==> config.mk <==
export PLATFORM = sky130hd
export DESIGN_NAME = rivag_vector_gen
export DESIGN_NICKNAME = d
export VERILOG_FILES = /design/src/inc/rivag_pkg.sv /design/src/hw/rivag_prio_enc.sv /design/src/hw/rivag_vector_gen.sv
export SDC_FILE = /design/constraint.sdc
export NUM_CORES = 1
export LEC_CHECK = 0
export BUFFER_PORTS_ARGS = -buffer_cell sky130_fd_sc_hd__clkbuf_2
export CORE_MARGIN = 2
export CORE_UTILIZATION = 54
export DETAILED_ROUTE_END_ITERATION = 7
export GPL_TIMING_DRIVEN = 1
export PLACE_DENSITY_LB_ADDON = 0.08
export SYNTH_ARGS = -nofsm -noshare
export SYNTH_HDL_FRONTEND = slang
export SYNTH_SLANG_ARGS = --single-unit
export TNS_END_PERCENT = 30
==> constraint.sdc <==
create_clock -name clk -period 3.51 [get_ports clk]
set_clock_uncertainty 0.1 [all_clocks]
set_input_delay 0.702 -clock clk [delete_from_list [all_inputs] [get_ports clk]]
set_output_delay 0.702 -clock clk [all_outputs]
set_load 0.01 [all_outputs]
==> src/inc/rivag_pkg.sv <==
// Package of the reset and interrupt vector address generator.
// Assumes a 16-bit word address space for program fetch.
package rivag_pkg;

  // ----------------------------------------------------------------
  // Address layout
  // ----------------------------------------------------------------
  localparam int          ADDR_W        = 16;
  localparam int          NUM_IRQ       = 22;
  localparam int          IDX_W         = 5;
  localparam logic [15:0] RESET_ADDR    = 16'h0000;
  localparam logic [15:0] VEC_BASE      = 16'h0002;
  localparam logic [15:0] VEC_STEP      = 16'h0002;
  localparam logic [15:0] LAST_VEC      = 16'h002c;
  // Default boot section start (1K-word boot section)
  localparam logic [15:0] BOOT_START_DEF = 16'h1c00;

  // Fuse encoding: 1 unprogrammed, 0 programmed
  localparam logic        FUSE_UNPROG   = 1'b1;
  // Edges after release before the fuse sync output is trusted
  localparam logic [1:0]  FUSE_SETTLE   = 2'h2;

  // ----------------------------------------------------------------
  // Source order, lowest index = highest priority
  // ----------------------------------------------------------------
  localparam int SRC_EXT0      = 0;
  localparam int SRC_PCH0      = 1;
  localparam int SRC_PCH1      = 2;
  localparam int SRC_T2_CMP    = 3;
  localparam int SRC_T2_OVF    = 4;
  localparam int SRC_T1_CAP    = 5;
  localparam int SRC_T1_CMPA   = 6;
  localparam int SRC_T1_CMPB   = 7;
  localparam int SRC_T1_OVF    = 8;
  localparam int SRC_T0_CMP    = 9;
  localparam int SRC_T0_OVF    = 10;
  localparam int SRC_SPI       = 11;
  localparam int SRC_UART_RX   = 12;
  localparam int SRC_UART_DRE  = 13;
  localparam int SRC_UART_TX   = 14;
  localparam int SRC_USI_START = 15;
  localparam int SRC_USI_OVF   = 16;
  localparam int SRC_ACMP      = 17;
  localparam int SRC_ADC       = 18;
  localparam int SRC_EEPROM    = 19;
  localparam int SRC_PSTORE    = 20;
  localparam int SRC_LCD       = 21;

endpackage

==> src/hw/rivag_prio_enc.sv <==
// Lowest-index priority encoder over the taken interrupt requests.
// Assumes requests already qualified by enables in the caller.
module rivag_prio_enc (
  input  wire logic [21:0] req,
  output logic             any,
  output logic [4:0]       idx
);

  logic [21:0] lower_busy;

  // ----------------------------------------------------------------
  // One-hot select, lowest index wins
  // ----------------------------------------------------------------
  assign lower_busy[0] = 1'b0;
  for (genvar i = 1; i < 22; i++) begin : g_chain
    assign lower_busy[i] = lower_busy[i-1] | req[i-1];
  end

  always_comb begin
    idx = 5'h00;
    for (int i = 0; i < 22; i++) begin
      if (req[i] && !lower_busy[i]) begin
        idx = 5'(i);
      end
    end
  end

  assign any = |req;

endmodule

==> src/hw/rivag_vector_gen.sv <==
// Reset and interrupt vector address generator, top level.
// Assumes the core asserts take_ack for one cycle when it loads
// the presented vector, and that sources hold requests as levels.
module rivag_vector_gen (
  input  wire logic        clk,
  input  wire logic        rst,
  input  wire logic        boot_reset_select_fuse,
  input  wire logic        vector_table_relocate_bit,
  input  wire logic [15:0] boot_start_addr,
  input  wire logic        global_irq_en,
  input  wire logic [21:0] irq_req,
  input  wire logic [21:0] irq_en,
  input  wire logic        take_ack,
  output logic             reset_fetch,
  output logic [15:0]      reset_vec_addr,
  output logic             irq_valid,
  output logic [15:0]      irq_vec_addr,
  output logic [4:0]       irq_src_idx
);

  // ----------------------------------------------------------------
  // State
  // ----------------------------------------------------------------
  typedef struct packed {
    logic        rst_pend;
    logic [1:0]  settle;
    logic [15:0] rst_addr;
    logic        valid;
    logic [15:0] vaddr;
    logic [4:0]  idx;
  } rivag_state_s;

  rivag_state_s st_r;
  rivag_state_s st_nxt;

  logic [21:0] taken_req;
  logic        any_req;
  logic [4:0]  win_idx;
  logic [15:0] table_base;
  logic [15:0] reloc_off;
  logic        fuse_s1_r;
  logic        fuse_s2_r;

  // Fuse is a static strap but still synchronised before use
  always_ff @(posedge clk or posedge rst) begin
    if (rst) begin
      fuse_s1_r <= 1'b1;
      fuse_s2_r <= 1'b1;
    end else begin
      fuse_s1_r <= boot_reset_select_fuse;
      fuse_s2_r <= fuse_s1_r;
    end
  end

  // ----------------------------------------------------------------
  // Qualification and priority
  // ----------------------------------------------------------------
  // Masked sources never reach the core, so their slots may hold code
  assign taken_req = irq_req & irq_en & {22{global_irq_en}};

  rivag_prio_enc u_prio (
    .req (taken_req),
    .any (any_req),
    .idx (win_idx)
  );

  // Slot n sits at 0x0002 + 2n: covers all fixed table entries
  assign table_base = rivag_pkg::VEC_BASE
                    + 16'({11'h000, win_idx} * rivag_pkg::VEC_STEP);
  assign reloc_off  = vector_table_relocate_bit ? boot_start_addr
                                                : 16'h0000;

  // ----------------------------------------------------------------
  // Next state
  // ----------------------------------------------------------------
  always_comb begin
    st_nxt = st_r;
    // Sync flops come out of reset at 1; wait until both hold the fuse
    if (st_r.rst_pend) begin
      if (st_r.settle != 2'h0) begin
        st_nxt.settle = st_r.settle - 2'h1;
      end else begin
        st_nxt.rst_pend = 1'b0;
        st_nxt.rst_addr = (fuse_s2_r == rivag_pkg::FUSE_UNPROG)
                        ? rivag_pkg::RESET_ADDR
                        : boot_start_addr;
      end
    end
    // Hold the presented vector stable until the core takes it
    if (!st_r.valid || take_ack) begin
      st_nxt.valid = any_req && !st_r.rst_pend;
      st_nxt.vaddr = table_base + reloc_off;
      st_nxt.idx   = win_idx;
    end
  end

  always_ff @(posedge clk or posedge rst) begin
    if (rst) begin
      st_r <= '{rst_pend: 1'b1, settle: rivag_pkg::FUSE_SETTLE,
                rst_addr: rivag_pkg::RESET_ADDR,
                valid: 1'b0, vaddr: rivag_pkg::VEC_BASE, idx: 5'h00};
    end else begin
      st_r <= st_nxt;
    end
  end

  assign reset_fetch    = st_r.rst_pend;
  assign reset_vec_addr = st_r.rst_addr;
  assign irq_valid      = st_r.valid;
  assign irq_vec_addr   = st_r.vaddr;
  assign irq_src_idx    = st_r.idx;

  // ----------------------------------------------------------------
  // Checks
  // ----------------------------------------------------------------
  chk_reset_unprog: assert property (@(posedge clk) disable iff (rst)
    $fell(st_r.rst_pend) && fuse_s2_r |-> reset_vec_addr == 16'h0000)
    else $error("reset address not zero");
  chk_reset_boot: assert property (@(posedge clk) disable iff (rst)
    $fell(st_r.rst_pend) && !$past(fuse_s2_r)
    |-> reset_vec_addr == $past(boot_start_addr))
    else $error("reset address not boot start");
  chk_fuse_indep: assert property (@(posedge clk) disable iff (rst)
    !reset_fetch && $stable(reset_vec_addr) |=> $stable(reset_vec_addr))
    else $error("reset address moved");
  chk_vec_first: assert property (@(posedge clk) disable iff (rst)
    irq_valid && irq_src_idx == 5'h00 && !$past(vector_table_relocate_bit)
    && $rose(irq_valid) |-> irq_vec_addr == 16'h0002)
    else $error("first vector wrong");
  chk_vec_reloc: assert property (@(posedge clk) disable iff (rst)
    $rose(irq_valid) && $past(vector_table_relocate_bit)
    |-> irq_vec_addr == 16'(16'h0002 + {11'h000, irq_src_idx, 1'b0}
                        + $past(boot_start_addr)))
    else $error("relocated vector wrong");
  chk_vec_last: assert property (@(posedge clk) disable iff (rst)
    $rose(irq_valid) && irq_src_idx == 5'd21
    && !$past(vector_table_relocate_bit) |-> irq_vec_addr == 16'h002c)
    else $error("last vector wrong");
  chk_only_taken: assert property (@(posedge clk) disable iff (rst)
    $rose(irq_valid)
    |-> ($past(taken_req) & (22'h1 << irq_src_idx)) != 22'h0)
    else $error("vector for untaken source");
  chk_lowest_first: assert property (@(posedge clk) disable iff (rst)
    $rose(irq_valid) |-> ($past(taken_req) & ((22'h1 << irq_src_idx)
                          - 22'h1)) == 22'h0)
    else $error("priority order broken");
  chk_hold_vec: assert property (@(posedge clk) disable iff (rst)
    irq_valid && !take_ack |=> irq_valid && $stable(irq_vec_addr))
    else $error("vector dropped before take");

  cov_reset_boot: cover property (@(posedge clk) disable iff (rst)
    $fell(st_r.rst_pend) && !fuse_s2_r);
  cov_reloc_take: cover property (@(posedge clk) disable iff (rst)
    irq_valid && take_ack && vector_table_relocate_bit);
  cov_two_pending: cover property (@(posedge clk) disable iff (rst)
    $countones(taken_req) > 1 && !irq_valid);
  cov_lcd_taken: cover property (@(posedge clk) disable iff (rst)
    irq_valid && irq_src_idx == 5'd21 && take_ack);

endmodule

==> impl_metrics.env, run 1 <==
export IMPL_ys_seq_area_share_pct=37.3
export IMPL_yosysWarningCount=0
export IMPL_timing_final_crit_share_pct=102
export IMPL_io_buffers=104
export IMPL_leakage_nw=1.99
export IMPL_final_util_pct=76.0
export IMPL_max_freq_ghz=0.278
export IMPL_fin_crit_ns=3.60
export IMPL_setup_viol=5
export IMPL_drv_slew=0
export IMPL_viasPerCell=5.17
export IMPL_peakVddDrop_mv=0.190
export IMPL_status="finished with violations"
export IMPL_share_seq_of_total_power_pct=43.0
export IMPL_io_pins=105
export IMPL_syn_nets=419
export IMPL_mostFrequentLayoutCells="clkbuf_2 (101), nand2_1 (72), buf_4 (67)"
export IMPL_swShare_pct=31.6
export IMPL_hold_class="register to register"
export IMPL_min_from="fuse_s1_r$_DFF_PP1_"
export IMPL_synth_distinct_cells=46
export IMPL_crit_fanout=3
export IMPL_syn_avg_cell_area_um2=8.50
export IMPL_grt_max_degree=44
export IMPL_holdBufCountCts=0
export IMPL_final_common_cell="clkbuf_2"
export IMPL_cts_buffer_depth=2
export IMPL_yosysTopAreaCellShare_pct=32.8
export IMPL_start_util_pct=56.4
export IMPL_setup_slack_ns=-0.0862
export IMPL_synth_seq_cells=43
export IMPL_place_area_mm2=0.00358
export IMPL_drtIter0Drc=97
export IMPL_drc=0
export IMPL_pre_cts_ws_ns=-0.530
export IMPL_tritoncts="built"
export IMPL_cts_root_buf="clkbuf_8"
export IMPL_critPathRequiredTime_ns=3.65
export IMPL_regToRegStartpoint="st_r[39]$_DFFE_PP1P_"
export IMPL_vias=2791
export IMPL_area_growth_pct=34.8
export IMPL_hold_violations=0
export IMPL_worst_pin_slew_ns=0.855
export IMPL_violations="negative setup slack"
export IMPL_first_pass_iters=4
export IMPL_drv_cap=0
export IMPL_synth_flop_cell="dfrtp_1"
export IMPL_rsz0062_at_grt="true"
export IMPL_grt_total_usage_pct=25.1
export IMPL_std_cell_rows=26
export IMPL_power_density_mw_per_mm2=334
export IMPL_synth_area_top_cells="dfrtp_1 (33%), buf_4 (9.6%), nand2_1 (9.3%), o21ai_0 (5.5%), ha_1 (4.7%)"
export IMPL_clk_latency_ns=0.29
export IMPL_cts_made_buffers=5
export IMPL_critPathKind="input port to register"
export IMPL_synth_edf_count=0
export IMPL_path_clk_slew_ns=0.09
export IMPL_drive_above_1_share_pct=44.9
export IMPL_die_x_um=77.3
export IMPL_end_kind="register"
export IMPL_synth_top_area_cell="dfrtp_1"
export IMPL_diodes=0
export IMPL_routed_wl_um=7220
export IMPL_dp_cells=517
export IMPL_crit_start="irq_en[4]"
export IMPL_routabilityCongestion=0.801
export IMPL_hold_worst_slack_ns=0.260
export IMPL_fin_nets=547
export IMPL_p_switching_uw=412
export IMPL_die_h_um=77.3
export IMPL_antenna_found_initial=0
export IMPL_async_flop_share_pct=100
export IMPL_worstSetupStartpointType="input port"
export IMPL_htreeDepth=2
export IMPL_clkPwrFrac_pct=25.4
export IMPL_core_mm2=0.00514
export IMPL_fin_area_mm2=0.00391
export IMPL_syn_area_mm2=0.00290
export IMPL_combinationalPowerShare_pct=31.6
export IMPL_grt_first_pass_wirelength_um=12100
export IMPL_ant_nets=0
export IMPL_relSlewSlack_pct=42.8
export IMPL_dieArea_mm2=0.00597
export IMPL_grt_pass1_vias=2763
export IMPL_tns_ns=-0.303
export IMPL_p_total_mw=1.30
export IMPL_cp_data_arrival_time_ns=3.73
export IMPL_dp_final_hpwl_um=5530
export IMPL_grt_overflow_total=0
export IMPL_netlist_instances=341
export IMPL_final_cell_count_no_fill=540
export IMPL_fill_cells=394
export IMPL_clock_sinks=43
export IMPL_wl_per_cell_um=13.4
export IMPL_internal_power_uw=893
## path summary, 6_finish.rpt
| kind | slack, ns | end | cells past startpoint |
|---|---|---|---|
| max | -0.09 | irq_vec_addr[10]$_DFFE_PP0P_ | 16 |
| min in group asynchronous | 0.39 | st_r[38]$_DFFE_PP0P_ | 3 |
| max in group asynchronous | 2.55 | irq_vec_addr[3]$_DFFE_PP0P_ | 3 |
| min reg2reg | 0.26 | fuse_s2_r$_DFF_PP1_ | 0 |
| min | 0.26 | fuse_s2_r$_DFF_PP1_ | 0 |
| max reg2reg | 1.64 | reset_vec_addr[10]$_DFFE_PP0P_ | 4 |
## critical path: stages
cell and delay, ns:
buf_8 0.10, a22o_4 0.25, o41ai_4 0.38, nand2_2 0.10
or4_4 0.44, a21oi_4 0.16, nor2_2 0.05, ha_2 0.18
inv_2 0.06, ha_4 0.14, fa_2 0.21, a21oi_2 0.06
o211ai_1 0.20, and4_4 0.28, mux2_4 0.30, o21ai_2 0.12
## flip-flops by register name, indices dropped and copies added (netlist names)
| signal | flops |
|---|---|
| reset_fetch | 1 |
| fuse_s1_r | 1 |
| irq_src_idx | 5 |
| irq_vec_addr | 16 |
| st_r | 2 |
| reset_vec_addr | 16 |
| fuse_s2_r | 1 |
| irq_valid | 1 |
## what timing repair did
item,in CTS,in global routing
gates resized for setup,16,14
setup buffers,9,6
endpoints found under the setup margin,8,9
hold endpoints to repair,0,0
pin swaps,10,9
## synth_stat cells, types with 5 or more instances
library cell,count
a21oi_1,15
ha_1,11
dfstp_2,5
nand2_1,72
inv_1,10
nor2_1,10
nand2b_1,16
nand4_1,8
and2_1,8
a22o_1,9
dfrtp_1,38
buf_4,37
nand3_1,8
xnor2_1,8
clkbuf_1,12
o21ai_0,32
## layout make-up
class / count / area [µm²] / area share (%)
clock inverter: 3 / 23.8 / 0.608
clock buffer: 5 / 68.8 / 1.76
inverter: 10 / 37.5 / 0.961
sequential: 43 / 1080 / 27.7
multi-input combinational: 238 / 1560 / 40.0
timing repair buffer: 171 / 1050 / 26.8
tap: 70 / 87.6 / 2.24
## power by group through the flow
| stage | sequential [mW] | clock, mW | combinational, mW |
|---|---|---|---|
| after detailed placement | 0.570 | 0 | 0.363 |
| final | 0.561 | 0.331 | 0.413 |
| after CTS | 0.561 | 0.338 | 0.392 |
| after floorplan | 0.563 | 0 | 0.235 |
| after global placement | 0.571 | 0 | 0.355 |
| after global routing | 0.567 | 0.355 | 0.455 |
## kinds of logic after synthesis
group	count (synthesis)	share of synthesized area, %
AND/OR/NAND/NOR	131	21.1
buffers and inverters	60	12.6
flip-flops	43	37.3
multiplexers	4	1.55
AO/OA/AOI/OAI	81	18.9
XOR/XNOR	10	3.02
adder cells (fa/ha/maj)	12	5.44
## routing by layer
metal	vias to the layer above	global-route usage, %	share of wire [%]
met5	-	0	0
met4	0	7.14	1.4
met3	10	4.24	4.6
met2	79	47.7	53
met1	1302	28.4	41
li1	1400	-	-
Power figures use the tool's default switching activity.
==> run 2: changes to the inputs <==
Settings changed: BUFFER_PORTS_ARGS -buffer_cell sky130_fd_sc_hd__clkbuf_2 to -buffer_cell sky130_fd_sc_hd__buf_4, CAP_MARGIN set to 20.
==> run 2 against run 1 <==
  * The flow still finishes with violations (negative setup slack)
  * Critical endpoint unchanged
  * Critical path type unchanged
  * Largest cell class unchanged
  * Flip-flop and latch count unchanged
  * Die area stayed put
  * Clock power is 18% higher
==> impl_metrics.env, run 2 (synthesis results as in run 1) <==
export IMPL_tritoncts="built"
export IMPL_final_common_cell="buf_4"
export IMPL_rsz0062_at_grt="true"
export IMPL_first_pass_iters=4
export IMPL_clock_sinks=43
export IMPL_status="finished with violations"
export IMPL_peakVddDrop_mv=0.183
export IMPL_drv_slew=0
export IMPL_drc=0
export IMPL_reg2reg_slack_ns=1.63
export IMPL_routed_wl_um=7500
export IMPL_slowest_stage="or4_4"
export IMPL_path_cells="buf_6 > a22o_4 > o41ai_4 > nand2_2 > or4_4 > a21oi_4 > nor2_2 > ha_2 > inv_2 > ha_4 > fa_2 > a21oi_2 > o211ai_1 > and4_4 > mux2_4 > o21ai_2"
export IMPL_hold_worst_slack_ns=0.258
export IMPL_dieArea_mm2=0.00597
export IMPL_cts_buffer_depth=2
export IMPL_fin_nets=528
export IMPL_cts_made_buffers=5
export IMPL_cts_root_buf="clkbuf_8"
export IMPL_grt_first_pass_wirelength_um=12100
export IMPL_grt_pass1_vias=2807
export IMPL_antenna_found_initial=0
export IMPL_end_kind="register"
export IMPL_ant_nets=0
export IMPL_max_freq_ghz=0.272
export IMPL_die_x_um=77.3
export IMPL_setup_viol=5
export IMPL_routabilityCongestion=0.817
export IMPL_power_density_mw_per_mm2=343
export IMPL_path_clk_slew_ns=0.09
export IMPL_vias=2816
export IMPL_crit_fanout=3
export IMPL_io_buffers=104
export IMPL_worst_pin_slew_ns=0.843
export IMPL_drtIter0Drc=154
export IMPL_diodes=0
export IMPL_r2r_cells=4
export IMPL_r2r_end="reset_vec_addr[0]$_DFFE_PP0P_"
export IMPL_hold_violations=0
export IMPL_worstSetupStartpointType="input port"
export IMPL_p_total_mw=1.38
export IMPL_final_util_pct=78.4
export IMPL_regToRegStartpoint="st_r[39]$_DFFE_PP1P_"
export IMPL_io_pins=105
export IMPL_hold_class="register to register"
export IMPL_viasPerCell=5.40
export IMPL_drive_above_1_share_pct=42.6
export IMPL_setup_slack_ns=-0.167
export IMPL_top_layer_used="met4"
export IMPL_drv_cap=0
export IMPL_area_growth_pct=39.1
export IMPL_crit_start="irq_req[4]"
export IMPL_leakage_nw=1.98
export IMPL_start_util_pct=56.4
export IMPL_std_cell_rows=26
export IMPL_clk_latency_ns=0.29
export IMPL_regArea_mm2=0.00108
export IMPL_critPathKind="input port to register"
export IMPL_endpoint="irq_vec_addr[10]$_DFFE_PP0P_"
export IMPL_wl_per_cell_um=14.4
export IMPL_die_h_um=77.3
export IMPL_cp_data_arrival_time_ns=3.81
export IMPL_worst_path_stages=16
export IMPL_critPathRequiredTime_ns=3.65
export IMPL_wl_met2_um=4010
export IMPL_grt_max_degree=33
export IMPL_core_mm2=0.00514
export IMPL_dp_final_hpwl_um=5790
export IMPL_htreeDepth=2
export IMPL_mostFrequentLayoutCells="buf_4 (147), nand2_1 (72), dfrtp_1 (38)"
export IMPL_fin_crit_ns=3.68
export IMPL_cp_top_family="compound AO/OA/AOI/OAI gates"
export IMPL_relSlewSlack_pct=43.7
export IMPL_timing_final_crit_share_pct=105
export IMPL_wl_met1_um=2970
export IMPL_grt_total_usage_pct=25.1
export IMPL_slowest_delay_ns=0.44
export IMPL_wl_met3_um=417
export IMPL_violations="negative setup slack"
export IMPL_multi_input_area_mm2=0.00155
export IMPL_cp_num_buf_inv=2
export IMPL_fill_cells=400
export IMPL_grt_overflow_total=0
run 2: stage by stage:
stage	std cells	setup TNS, ns	setup WS [ns]	area [µm²]
floorplan	341	-0.817	-0.278	2910
global route	521	-1.31	-0.279	4030
CTS	519	-0.272	-0.112	3960
detailed placement	509	-3.64	-0.538	3780
finish	521	-0.538	-0.167	4030
global placement	509	-2.87	-0.418	3780
run 2: worst register-to-register path, stage by stage, from the launching register on:
cell and delay, ns:
dfstp_2 0.54, inv_1 0.04, ha_1 0.18, nand2_1 0.62, o21ai_0 0.24
run 2: what timing repair did:
action | CTS | global route
hold buffers | 0 | 0
pin swaps | 13 | 8
endpoints found under the setup margin | 8 | 8
buffers inserted | 2 | 2
gates resized for setup | 16 | 13
run 2: layout make-up:
type	instances	area share [%]
multi-input combinational	238	38.5
timing repair buffer	152	28.8
sequential	43	26.8
tap	70	2.17
clock buffer	5	1.71
clock inverter	3	1.09
inverter	10	0.931
run 2: worst min-delay path by stage:
stage                   startpoint             endpoint  slack [ns]  depth (start not counted)
2_1_floorplan  fuse_s1_r$_DFF_PP1_  fuse_s2_r$_DFF_PP1_        0.25                          0
3_3_place_gp   fuse_s1_r$_DFF_PP1_  fuse_s2_r$_DFF_PP1_        0.25                          0
3_5_place_dp   fuse_s1_r$_DFF_PP1_  fuse_s2_r$_DFF_PP1_        0.25                          0
4_1_cts        fuse_s1_r$_DFF_PP1_  fuse_s2_r$_DFF_PP1_        0.26                          0
5_1_grt        fuse_s1_r$_DFF_PP1_  fuse_s2_r$_DFF_PP1_        0.26                          0
6_report       fuse_s1_r$_DFF_PP1_  fuse_s2_r$_DFF_PP1_        0.26                          0
run 2: layer usage:
layer	vias up	global-route usage, %
met5	-	0
met4	0	7.14
met3	11	5.06
met2	89	47.5
met1	1356	28.3
li1	1360	-
run 2: power by group:
| part | internal (mW) | total (mW) | leakage [nW] | switching (mW) |
|---|---|---|---|---|
| Combinational | 0.234 | 0.432 | 1.45 | 0.197 |
| Sequential | 0.538 | 0.563 | 0.467 | 0.0257 |
| Clock | 0.212 | 0.390 | 0.0581 | 0.178 |
| Total | 0.984 | 1.38 | 1.98 | 0.401 |
==> run 3: changes to the inputs <==
Settings changed: RECOVER_POWER set to 50, SLEW_MARGIN set to 10.
==> run 3 against run 2 <==
  * Critical path type unchanged
  * Routed wire length increased by 0.15%
  * First-iteration DRC count increased by 11%
  * Total power decreased by 0.61%
  * Fmax increased by 0.97%
  * Final cell count unchanged
  * The run still ends with negative setup slack left
  * Combinational power is 2% lower
==> impl_metrics.env, run 3 (synthesis results as in run 1) <==
export IMPL_hold_class="register to register"
export IMPL_routed_wl_um=7510
export IMPL_htreeDepth=2
export IMPL_cts_made_buffers=5
export IMPL_status="finished with violations"
export IMPL_grt_overflow_total=0
export IMPL_fin_nets=528
export IMPL_start_util_pct=56.4
export IMPL_slowest_delay_ns=0.44
export IMPL_grt_max_degree=33
export IMPL_grt_pass1_vias=2807
export IMPL_p_switching_uw=402
export IMPL_wl_per_cell_um=14.4
export IMPL_fill_cells=403
export IMPL_fin_crit_ns=3.64
export IMPL_final_util_pct=77.6
export IMPL_clock_sinks=43
export IMPL_cp_num_buf_inv=2
export IMPL_cts_buffer_depth=2
export IMPL_clkPwrFrac_pct=28.4
export IMPL_rsz0062_at_grt="true"
export IMPL_drc=0
export IMPL_share_seq_of_total_power_pct=40.9
export IMPL_drv_slew=0
export IMPL_dieArea_mm2=0.00597
export IMPL_combinationalPowerShare_pct=30.7
export IMPL_core_mm2=0.00514
export IMPL_die_x_um=77.3
export IMPL_drive_above_1_share_pct=39.9
export IMPL_io_pins=105
export IMPL_first_pass_iters=4
export IMPL_place_area_mm2=0.00378
export IMPL_leakage_nw=1.94
export IMPL_vias=2796
export IMPL_fin_area_mm2=0.00399
export IMPL_viasPerCell=5.37
export IMPL_cp_top_family="compound AO/OA/AOI/OAI gates"
export IMPL_peakVddDrop_mv=0.182
export IMPL_hold_worst_slack_ns=0.258
export IMPL_ant_nets=0
export IMPL_die_h_um=77.3
export IMPL_path_cells="buf_6 > a22o_4 > o41ai_4 > nand2_2 > or4_4 > a21oi_4 > nor2_2 > ha_2 > inv_2 > ha_4 > fa_2 > a21oi_2 > o211ai_1 > and4_4 > mux2_4 > o21ai_2"
export IMPL_internal_power_uw=974
export IMPL_setup_viol=5
export IMPL_setup_slack_ns=-0.131
export IMPL_violations="negative setup slack"
export IMPL_drtIter0Drc=171
export IMPL_worst_pin_slew_ns=1.19
export IMPL_routabilityCongestion=0.817
export IMPL_end_kind="register"
export IMPL_clk_latency_ns=0.29
export IMPL_grt_first_pass_wirelength_um=12100
export IMPL_area_growth_pct=37.6
export IMPL_crit_fanout=3
export IMPL_diodes=0
export IMPL_std_cell_rows=26
export IMPL_slowest_stage="or4_4"
export IMPL_drv_cap=0
export IMPL_final_common_cell="buf_4"
export IMPL_critPathRequiredTime_ns=3.65
export IMPL_power_density_mw_per_mm2=345
export IMPL_timing_final_crit_share_pct=104
export IMPL_swShare_pct=29.2
export IMPL_cts_root_buf="clkbuf_8"
export IMPL_cp_data_arrival_time_ns=3.78
export IMPL_path_clk_slew_ns=0.09
export IMPL_io_buffers=104
export IMPL_relSlewSlack_pct=20.8
export IMPL_antenna_found_initial=0
export IMPL_mostFrequentLayoutCells="buf_4 (134), nand2_1 (72), dfrtp_1 (38)"
export IMPL_tritoncts="built"
export IMPL_grt_total_usage_pct=25.1
export IMPL_worstSetupStartpointType="input port"
export IMPL_critPathKind="input port to register"
export IMPL_holdBufCountCts=0
export IMPL_max_freq_ghz=0.275
export IMPL_dp_final_hpwl_um=5790
export IMPL_hold_violations=0
[run 3: cell count changes in the layout (fill, tap and decap cells not counted)]
cell	before	now
buf_4	147	134
clkbuf_1	0	11
clkbuf_4	0	2
dfstp_1	0	1
dfstp_2	5	4
[run 3: worst paths after layout]
check,startpoint,to,slack [ns],cells past startpoint
min in group asynchronous,rst,irq_src_idx[2]$_DFFE_PP0P_,0.35,2
max,irq_req[4],irq_vec_addr[10]$_DFFE_PP0P_,-0.13,16
min,fuse_s1_r$_DFF_PP1_,fuse_s2_r$_DFF_PP1_,0.26,0
max in group asynchronous,rst,reset_vec_addr[3]$_DFFE_PP0P_,1.49,3
min reg2reg,fuse_s1_r$_DFF_PP1_,fuse_s2_r$_DFF_PP1_,0.26,0
max reg2reg,irq_valid$_DFFE_PP0P_,irq_vec_addr[9]$_DFFE_PP0P_,1.34,5
[run 3: worst register-to-register path, delay by kind of cell, from the launching register on]
kind | cells | cell delay (ns)
simple gates | 3 | 0.56
compound gates | 1 | 0.44
flops | 1 | 0.39
buf+inv | 1 | 0.62
[run 3: metrics by stage]
stage	power [mW]	setup WS, ns	TNS (ns)	cells
5_1_grt	1.45	-0.279	-1.35	521
6_report	1.38	-0.131	-0.396	521
3_5_place_dp	0.973	-0.538	-3.64	509
4_1_cts	1.38	-0.112	-0.272	519
2_1_floorplan	0.797	-0.278	-0.817	341
3_3_place_gp	0.962	-0.418	-2.87	509
[run 3: routing by layer]
layer	global-route usage, %	wire (µm)	vias to the layer above
met1	28.3	2960	1333
met3	5.06	431	11
met2	47.5	4020	97
met4	7.14	96	0
li1	-	-	1355
met5	0	0	-
[run 3: repair_timing]
action                     in CTS  in global routing
setup buffers                   2                  2
cloned                          0                  0
pin swaps                      13                  8
resized for setup              16                 13
setup endpoints to repair       8                  8
[run 3: cell type report]
| cell class | instances | area [µm²] | share of cell area (%) |
|---|---|---|---|
| timing repair buffer | 152 | 1120 | 28.0 |
| tap | 70 | 87.6 | 2.20 |
| clock inverter | 3 | 43.8 | 1.10 |
| inverter | 10 | 37.5 | 0.941 |
| sequential | 43 | 1080 | 27.1 |
| clock buffer | 5 | 68.8 | 1.72 |
| multi-input combinational | 238 | 1550 | 38.9 |
[run 3: power by group through the flow]
stage / logic, mW / registers [mW] / clock network, mW
global route: 0.460 / 0.568 / 0.418
finish: 0.422 / 0.563 / 0.391
global placement: 0.391 / 0.571 / 0
detailed placement: 0.400 / 0.572 / 0
CTS: 0.420 / 0.563 / 0.396
floorplan: 0.235 / 0.563 / 0
